### src/common/pcdmux_pkg.sv
// Summary of operation
// - PC5..7: port or waveform address bits
// - port D mode: interface field plus wordwide
// - data mode: PD0..7 carry bus bits 8..15
// - PE0: port or timer0 pulse, select bit0
// - timer0 pulse high one cpu-clock cycle
// - timer0 mode 3: low byte overflow pulses
// - PE1: port or timer1 pulse, select bit1
// - timer1 pulse high one cpu-clock cycle
// - timer1 mode 3: low byte overflow pulses
// - two-bit interface field and wordwide bit pick port or bus
`default_nettype none
package pcdmux_pkg;
	// interface mode field encodings
	localparam logic [1:0] PCDMUX_IFM_PORTS = 2'h0;
	localparam logic [1:0] PCDMUX_IFM_RSVD = 2'h1;
	localparam logic [1:0] PCDMUX_IFM_WAVE = 2'h2;
	localparam logic [1:0] PCDMUX_IFM_FIFO = 2'h3;
	// select bit positions
	localparam int PCDMUX_PC_FIRST = 5;
	localparam int PCDMUX_PE_T0_BIT = 0;
	localparam int PCDMUX_PE_T1_BIT = 1;
	localparam int PCDMUX_WORDWIDE_BIT = 0;
	// timer mode with split counters
	localparam logic [1:0] PCDMUX_TMODE_SPLIT = 2'h3;
	// reset values
	localparam logic [7:0] PCDMUX_BYTE_RST = 8'h00;
	localparam logic [2:0] PCDMUX_PC_RST = 3'h0;
	localparam logic [1:0] PCDMUX_PE_RST = 2'h0;
	// pulse stretcher states
	typedef enum logic [1:0] {
		PCDMUX_P_IDLE = 2'b00,
		PCDMUX_P_WAIT = 2'b01,
		PCDMUX_P_HIGH = 2'b10
	} pcdmux_pstate_t;
endpackage : pcdmux_pkg
`default_nettype wire

### src/rtl/pcdmux_pulse.sv
`timescale 1ns/1ps
`default_nettype none
// stretches one overflow event into one cpu output clock cycle high
module pcdmux_pulse
	import pcdmux_pkg::*;
(
	// clock and reset
	input wire logic clk,
	input wire logic rst,
	// timer events
	input wire logic ovf_full,
	input wire logic ovf_low,
	input wire logic [1:0] tmode,
	// cpu output clock phase: high on its rising edge cycle
	input wire logic cpu_clk_rise,
	// pulse out
	output logic pulse
);
	pcdmux_pstate_t st_r, st_nxt;
	logic ev;

	// pick overflow source
	always_comb begin
		if (tmode == PCDMUX_TMODE_SPLIT) begin
			ev = ovf_low;
		end else begin
			ev = ovf_full;
		end
	end

	// next state: wait for cpu clock edge, hold one cpu period
	always_comb begin
		st_nxt = st_r;
		case (st_r)
			PCDMUX_P_IDLE: begin
				if (ev && cpu_clk_rise) begin
					st_nxt = PCDMUX_P_HIGH;
				end else if (ev) begin
					st_nxt = PCDMUX_P_WAIT;
				end
			end
			PCDMUX_P_WAIT: begin
				if (cpu_clk_rise) begin
					st_nxt = PCDMUX_P_HIGH;
				end
			end
			PCDMUX_P_HIGH: begin
				if (cpu_clk_rise) begin
					st_nxt = ev ? PCDMUX_P_HIGH : PCDMUX_P_IDLE;
				end
			end
			default: st_nxt = PCDMUX_P_IDLE;
		endcase
	end

	// state register
	always_ff @(posedge clk or posedge rst) begin
		if (rst) begin
			st_r <= PCDMUX_P_IDLE;
		end else begin
			st_r <= st_nxt;
		end
	end

	assign pulse = (st_r == PCDMUX_P_HIGH);
endmodule : pcdmux_pulse
`default_nettype wire

### src/rtl/pcdmux_top.sv
`timescale 1ns/1ps
`default_nettype none
// pin mux for PC5..7, PD0..7, PE0..1
module pcdmux_top
	import pcdmux_pkg::*;
(
	// clock and reset
	input wire logic clk,
	input wire logic rst,
	// configuration from the processor
	input wire logic [7:0] port_c_alt_select,
	input wire logic [7:0] port_e_alt_select,
	input wire logic [1:0] interface_mode_config,
	input wire logic [7:0] endpoint_fifo_config,
	// general purpose port C upper bits
	input wire logic [2:0] port_c_out,
	input wire logic [2:0] port_c_oe,
	output logic [2:0] port_c_in,
	// general purpose port D
	input wire logic [7:0] port_d_out,
	input wire logic [7:0] port_d_oe,
	output logic [7:0] port_d_in,
	// general purpose port E low bits
	input wire logic [1:0] port_e_out,
	input wire logic [1:0] port_e_oe,
	output logic [1:0] port_e_in,
	// waveform engine address bits 5..7
	input wire logic [2:0] wave_addr_out,
	// upper data byte from engine
	input wire logic [7:0] shared_data_bus_upper_out,
	input wire logic shared_data_bus_upper_oe,
	output logic [7:0] shared_data_bus_upper_in,
	// timers
	input wire logic timer0_ovf,
	input wire logic timer0_low_ovf,
	input wire logic [1:0] timer0_mode,
	input wire logic timer1_ovf,
	input wire logic timer1_low_ovf,
	input wire logic [1:0] timer1_mode,
	input wire logic cpu_clock_output_rise,
	// pins: port C 5..7
	input wire logic [2:0] pin_c_i,
	output logic [2:0] pin_c_o,
	output logic [2:0] pin_c_oe,
	// pins: port D 0..7
	input wire logic [7:0] pin_d_i,
	output logic [7:0] pin_d_o,
	output logic [7:0] pin_d_oe,
	// pins: port E 0..1
	input wire logic [1:0] pin_e_i,
	output logic [1:0] pin_e_o,
	output logic [1:0] pin_e_oe,
	// timer pulse status
	output logic timer0_overflow_pulse,
	output logic timer1_overflow_pulse
);
	// port C upper bits: drive, enable, sampled level
	logic [2:0] c_o_r;
	logic [2:0] c_o_nxt;
	logic [2:0] c_oe_r;
	logic [2:0] c_oe_nxt;
	logic [2:0] c_in_r;
	logic [2:0] c_in_nxt;
	// port D: drive, enable, port sample, bus sample
	logic [7:0] d_o_r;
	logic [7:0] d_o_nxt;
	logic [7:0] d_oe_r;
	logic [7:0] d_oe_nxt;
	logic [7:0] d_in_r;
	logic [7:0] d_in_nxt;
	logic [7:0] fd_in_r;
	logic [7:0] fd_in_nxt;
	// port E low bits: drive, enable, sampled level
	logic [1:0] e_o_r;
	logic [1:0] e_o_nxt;
	logic [1:0] e_oe_r;
	logic [1:0] e_oe_nxt;
	logic [1:0] e_in_r;
	logic [1:0] e_in_nxt;
	// registered timer pulse copies
	logic t0_r;
	logic t0_nxt;
	logic t1_r;
	logic t1_nxt;
	// pulse former outputs
	logic t0_p;
	logic t1_p;
	// port D handed to the data bus
	logic bus_mode;
	// per-pin address selects of port C
	logic [2:0] c_alt;

	// port D belongs to the bus only in an engine mode with a word-wide endpoint
	function automatic logic pd_is_bus(input logic [1:0] ifm, input logic [7:0] fcfg);
		pd_is_bus = (ifm != PCDMUX_IFM_PORTS) && (ifm != PCDMUX_IFM_RSVD)
			&& fcfg[PCDMUX_WORDWIDE_BIT];
	endfunction : pd_is_bus

	// timer 0 pulse former
	pcdmux_pulse u_t0 (
		.clk(clk),
		.rst(rst),
		.ovf_full(timer0_ovf),
		.ovf_low(timer0_low_ovf),
		.tmode(timer0_mode),
		.cpu_clk_rise(cpu_clock_output_rise),
		.pulse(t0_p)
	);

	// timer 1 pulse former
	pcdmux_pulse u_t1 (
		.clk(clk),
		.rst(rst),
		.ovf_full(timer1_ovf),
		.ovf_low(timer1_low_ovf),
		.tmode(timer1_mode),
		.cpu_clk_rise(cpu_clock_output_rise),
		.pulse(t1_p)
	);

	// mode decode
	always_comb begin
		bus_mode = pd_is_bus(interface_mode_config, endpoint_fifo_config);
		c_alt = port_c_alt_select[PCDMUX_PC_FIRST +: 3];
	end

	// next pin values
	always_comb begin
		c_o_nxt = (c_alt & wave_addr_out) | (~c_alt & port_c_out);
		c_oe_nxt = c_alt | port_c_oe;
		// pins are sampled every cycle whatever owns them
		c_in_nxt = pin_c_i;
		if (bus_mode) begin
			// whole byte follows the one engine enable
			d_o_nxt = shared_data_bus_upper_out;
			d_oe_nxt = {8{shared_data_bus_upper_oe}};
			fd_in_nxt = pin_d_i;
		end else begin
			// plain port, bus input parked at zero
			d_o_nxt = port_d_out;
			d_oe_nxt = port_d_oe;
			fd_in_nxt = PCDMUX_BYTE_RST;
		end
		d_in_nxt = pin_d_i;
		if (port_e_alt_select[PCDMUX_PE_T0_BIT]) begin
			// timer owns the pin and always drives it
			e_o_nxt[0] = t0_p;
			e_oe_nxt[0] = 1'b1;
		end else begin
			// plain port bit
			e_o_nxt[0] = port_e_out[0];
			e_oe_nxt[0] = port_e_oe[0];
		end
		if (port_e_alt_select[PCDMUX_PE_T1_BIT]) begin
			// timer owns the pin and always drives it
			e_o_nxt[1] = t1_p;
			e_oe_nxt[1] = 1'b1;
		end else begin
			// plain port bit
			e_o_nxt[1] = port_e_out[1];
			e_oe_nxt[1] = port_e_oe[1];
		end
		e_in_nxt = pin_e_i;
		// status copies track the formers, same cycle as the pins
		t0_nxt = t0_p;
		t1_nxt = t1_p;
	end

	// register everything
	always_ff @(posedge clk or posedge rst) begin
		if (rst) begin
			// every pin an undriven port input
			c_o_r <= PCDMUX_PC_RST;
			c_oe_r <= PCDMUX_PC_RST;
			c_in_r <= PCDMUX_PC_RST;
			d_o_r <= PCDMUX_BYTE_RST;
			d_oe_r <= PCDMUX_BYTE_RST;
			d_in_r <= PCDMUX_BYTE_RST;
			fd_in_r <= PCDMUX_BYTE_RST;
			e_o_r <= PCDMUX_PE_RST;
			e_oe_r <= PCDMUX_PE_RST;
			e_in_r <= PCDMUX_PE_RST;
			t0_r <= 1'b0;
			t1_r <= 1'b0;
		end else begin
			// take the next values every edge
			c_o_r <= c_o_nxt;
			c_oe_r <= c_oe_nxt;
			c_in_r <= c_in_nxt;
			d_o_r <= d_o_nxt;
			d_oe_r <= d_oe_nxt;
			d_in_r <= d_in_nxt;
			fd_in_r <= fd_in_nxt;
			e_o_r <= e_o_nxt;
			e_oe_r <= e_oe_nxt;
			e_in_r <= e_in_nxt;
			t0_r <= t0_nxt;
			t1_r <= t1_nxt;
		end
	end

	// outputs straight from flops
	// port C pins and sample
	assign pin_c_o = c_o_r;
	assign pin_c_oe = c_oe_r;
	assign port_c_in = c_in_r;
	// port D pins, port sample and bus sample
	assign pin_d_o = d_o_r;
	assign pin_d_oe = d_oe_r;
	assign port_d_in = d_in_r;
	assign shared_data_bus_upper_in = fd_in_r;
	// port E pins and sample
	assign pin_e_o = e_o_r;
	assign pin_e_oe = e_oe_r;
	assign port_e_in = e_in_r;
	// timer status
	assign timer0_overflow_pulse = t0_r;
	assign timer1_overflow_pulse = t1_r;
endmodule : pcdmux_top
`default_nettype wire

### config.mk
export PLATFORM = sky130hd
export DESIGN_NAME = pcdmux_top
export DESIGN_NICKNAME = d
export VERILOG_FILES = /design/src/common/pcdmux_pkg.sv /design/src/rtl/pcdmux_pulse.sv /design/src/rtl/pcdmux_top.sv
export SDC_FILE = /design/constraint.sdc
export NUM_CORES = 1
export LEC_CHECK = 0
export BUFFER_PORTS_ARGS = -buffer_cell sky130_fd_sc_hd__buf_2
export CORE_MARGIN = 4
export CORE_UTILIZATION = 42
export CTS_BUF_LIST = sky130_fd_sc_hd__clkbuf_4 sky130_fd_sc_hd__clkbuf_8 sky130_fd_sc_hd__clkbuf_16
export CTS_CLUSTER_SIZE = 8
export DETAILED_ROUTE_END_ITERATION = 10
export PLACE_DENSITY = 0.83
export SYNTH_ARGS = -nofsm -noshare
export SYNTH_HDL_FRONTEND = slang
export SYNTH_SLANG_ARGS = --single-unit
### constraint.sdc
create_clock -name clk -period 4.8 [get_ports clk]
set_clock_uncertainty 0.1 [all_clocks]
set_input_delay 0.72 -clock clk [delete_from_list [all_inputs] [get_ports clk]]
set_output_delay 0.72 -clock clk [all_outputs]
set_load 0.02 [all_outputs]
Word level (Yosys, flattened, before mapping):

Cells that the tools add are included.

* word-level logic and storage cells: 61
* output and inout port bits: 49
* flip-flop bits (word level): 53
* input port bits: 88

* bitwise operators: 5
* multiplexer cells: 20
* reductions and logical operators: 9
* equality and inequality tests: 13

Operators with widths (number)
* two-way mux 8 bit: 3
* two-way mux 2 bit: 9
* case mux 2 bit (3 select lines): 2
* == test 2 bit, second input constant: 4
* inequality test 2 bit, second input constant: 4
* bitwise AND 3 bit: 2
* two-way mux 1 bit: 6
* inequality test 3 x 1 -> 1 bit, second input constant: 2
* bitwise OR 3 bit: 2
* AND reduction 3 bit: 2
* == test 2 x 1 -> 1 bit, second input constant: 2
* logical AND 1 bit: 4
* zero test 2 bit: 2
* inverter 3 bit: 1
* inequality test 2 x 1 -> 1 bit, second input constant: 1
* nonzero test 2 bit: 1

Longest topological paths before layout:

* word-level depth: 5
* depth in mapped cells: 4
* gate-level depth less buffers: 2

By module:

From an unflattened synthesis, not the netlist that was laid out.

* cell total of the unflattened synthesis: 114
* area total of the unflattened synthesis: 1844.3 µm²

Modules (own cells, without submodules)
* pcdmux_top: sequential area each 1226.2 µm², area each 1594.0 µm², cells an instance 90, instances 1
* pcdmux_pulse: sequential area each 50.0 µm², area each 125.1 µm², cells an instance 12, instances 2

Worst setup path after synthesis:

OpenSTA, ideal clock, no wires.

* kind: input-to-reg
* start point: in endpoint_fifo_config[0]
* end point: reg d_o_r[5], in the netlist pin_d_o[5]
* path slack: 3.250 ns
* library setup time: 0.125 ns
* arrival time: 1.325 ns
* required time: 4.575 ns
* stages: 4
* path buffers: 2
* cells stage by stage: buf_6 nand2_8 buf_8 mux2_4

* word-level cells in the longest chain between the ends: 2

RTL lines
* start, declared: RTL line pcdmux_top.sv:14 `input wire logic [7:0] endpoint_fifo_config,`
* logical AND 1 bit: RTL line pcdmux_top.sv:96 `&& fcfg[PCDMUX_WORDWIDE_BIT];`
* two-way mux 8 bit: RTL line pcdmux_top.sv:133 `if (bus_mode) begin`
* net d_o_nxt[5]: RTL line pcdmux_top.sv:66 `logic [7:0] d_o_nxt;`
* end signal, assigned: RTL line pcdmux_top.sv:190 `d_o_r <= d_o_nxt;`
* end, declared: RTL line pcdmux_top.sv:65 `logic [7:0] d_o_r;`

The timed path passes the listed nets, and every way through them passes these cells.
A chain may end at the register's enable or synchronous reset.

Final worst setup path:

* start point: reg d_oe_r[1], in the netlist pin_d_oe[1]
* end point: out pin_d_oe[1]

RTL lines
* start, declared: RTL line pcdmux_top.sv:67 `logic [7:0] d_oe_r;`
* start signal, assigned: RTL line pcdmux_top.sv:191 `d_oe_r <= d_oe_nxt;`
* end, declared: RTL line pcdmux_top.sv:48 `output logic [7:0] pin_d_oe,`

No word-level cell between the ends.

==> reports/summary.txt <==
Outcome = complete, no violations
Most common cell after layout, fill and taps aside = buf_2
Reg-to-reg setup timing slack = 3.74 ns
Met1 usage in global routing = 0.147
Max-Cap Viols = 0
Leak pwr = 1.38 nW
Syn_area_per_cell = 16.4 sq um
Required @ worst endpoint = 3.98 ns
Max-slew headroom = 0.295
Setup WS pre-CTS = 2.95 ns
Global route overflow = 0
Seq cells post-synth = 53
Critical path buffers and inverters = 1
Post-synth top area cell = dfrtp_1
Total count of max-transition violations in the final report = 0
Initial antenna violation count = 0
TritonRoute pass-1 iters = 4
Net count after synthesis = 200
Clk root buf = clkbuf_8
Via count = 1308
Register area share after synthesis = 0.721
First-pass GRT wire length = 6.09 mm
Final setup margin = 3.15 ns
Placer Congestion = 0.708
M3 GR Usage = 0.0554
Fillers = 323
Worst Hold Class = flip-flop to flip-flop
Critical path launch point type = flip-flop
IO buf count = 117
Delay of the slowest critical-path stage = 0.38 ns
Post-CTS Hold Fix Bufs = 0
Final Critical Period = 1.65 ns
Power Density = 349 nW/um^2
Max Clock Freq = 604 MHz
Number of placement rows = 23
Layout Utilization = 0.616
FF+latch area = 1330 sq um
Later-pin clock latency in the skew report = 0.29 ns
Placed Instances = 275
Clock Pin Slew Worst Setup and Hold Paths = 0.09 ns
Post-CTS Resized = 0
Largest net degree at the start of global routing = 54
DP Area = 2440 sq um
Synthesized area = 1840 sq um
Grt peak-use layer = met2
Clk buf depth = 2
IO Pins = 137
Nets = 320
Overall routing resource usage = 0.149
Synth top area cells = dfrtp_1 (72%), mux2_2 (6.7%), a21o_2 (3.8%), and3_2 (3.7%), or2_2 (2.4%)
Number of diodes = 0
Sink Count = 53
Worst Path Max Fanout = 1
Final setup violation count = 0
Unrepaired setup endpoints after global routing = no
Top-area cell type share of the netlist area = 0.721
Cells after Synth = 112
Slew @ Worst Pin = 1.06 ns
Final ANT Viol Nets = 0
DIE AREA = 5500 sq um
HPWL after DPL = 3.37 mm
Yosys warnings = 0
# DRC = 0
CP endpoint kind = output port
Met2 GRT Util = 0.281
Die Wd = 74.2 um
Worst path cell trace = buf_2
TNS Setup = 0 ns
Hold Fails Final Rpt = 0
Slowest-stage cell, CP = dfrtp_1
Final Non-Filler Cells = 283
Starting DRT DRC Count = 37
Multi-input gate area = 460 sq um
Top delay family on crit path = flip-flops
Final instance area = 2530 sq um
TritonCTS clock tree = built
CTS buffer count = 5
Core area = 4120 sq um
Vias/cell = 4.62
Worst EP arrival = 0.83 ns
CP Class = flip-flop to output port
# H-tree levels = 2
Initial Utilization = 0.447
Max IR drop VDD = 0.256 mV
Share of post-route cells with drive strength above 1 = 0.704
Vias in the first global route = 1347
Library cells used by synthesis = 18
Wire per inst = 14.9 um
Most frequent cells in the layout = buf_2 (117), dfrtp_1 (53), mux2_2 (11)
Post-CTS setup buffers = 0
Final period utilization = 0.345
Area Growth Syn to Fin = 37.8%
Overall die height = 74.2 um
DRT Wirelength = 4.22 mm
==> where the power goes <==
part	switching (mW)	internal, mW
combinational	0.0830	0.0645
clock	0.131	0.117
sequential	0.00994	0.478
total	0.224	0.660
==> routing by layer <==
layer  vias up  wire [um]
met3         4        499
met2        69       2250
met1       619       1400
met4         0         67
met5         -          0
li1        616          -
==> registers in the layout, indices dropped and copies added, names as in the netlist, 3 cells and up <==
signal                    flops
pin_d_o                       8
pin_c_oe                      3
pin_d_oe                      8
shared_data_bus_upper_in      8
pin_c_o                       3
port_c_in                     3
port_d_in                     8
==> cells in the mapped netlist, drive strengths merged <==
cell / number
o311a: 2
nor2b: 2
dfrtp: 53
inv: 1
or2: 7
nor2: 2
a21boi: 2
mux2: 13
a21o: 8
and3: 11
nand2b: 2
buf: 4
o31a: 2
nand2: 3
==> layout make-up <==
type,count,share of cell area
inverters,1,0.00148
well taps,50,0.0247
clock buffers,6,0.0326
flip-flops and latches,53,0.523
repair buffers,117,0.231
clock inverters,2,0.00543
multi-input cells,54,0.182
==> kinds of logic after synthesis <==
kind of cell,count (synthesis),share of synthesized area
buffers and inverters,5,0.0286
flip-flops,53,0.721
AO/OA/AOI/OAI,14,0.0667
AND/OR/NAND/NOR,27,0.100
multiplexers,13,0.0837
==> path summary, 6_finish.rpt <==
path,cells past startpoint,from,endpoint
worst max-delay path,1,pin_d_oe[1],pin_d_oe[1]
worst min-delay path,1,u_t0.st_r[0],timer0_overflow_pulse
worst max register to register,2,u_t0.st_r[0],u_t0.st_r[1]
worst min register to register,1,u_t0.st_r[0],timer0_overflow_pulse
max in group asynchronous,2,rst,u_t1.st_r[0]
min in group asynchronous,2,rst,port_d_in[2]
==> stage by stage <==
stage               total power, mW  hold slack, ns
finish                        0.884           0.410
detailed placement            0.648           0.394
CTS                           0.903           0.408
global placement              0.642           0.388
floorplan                     0.583           0.349
global route                  0.935           0.405
No activity file was read; power rests on OpenSTA's default activity.
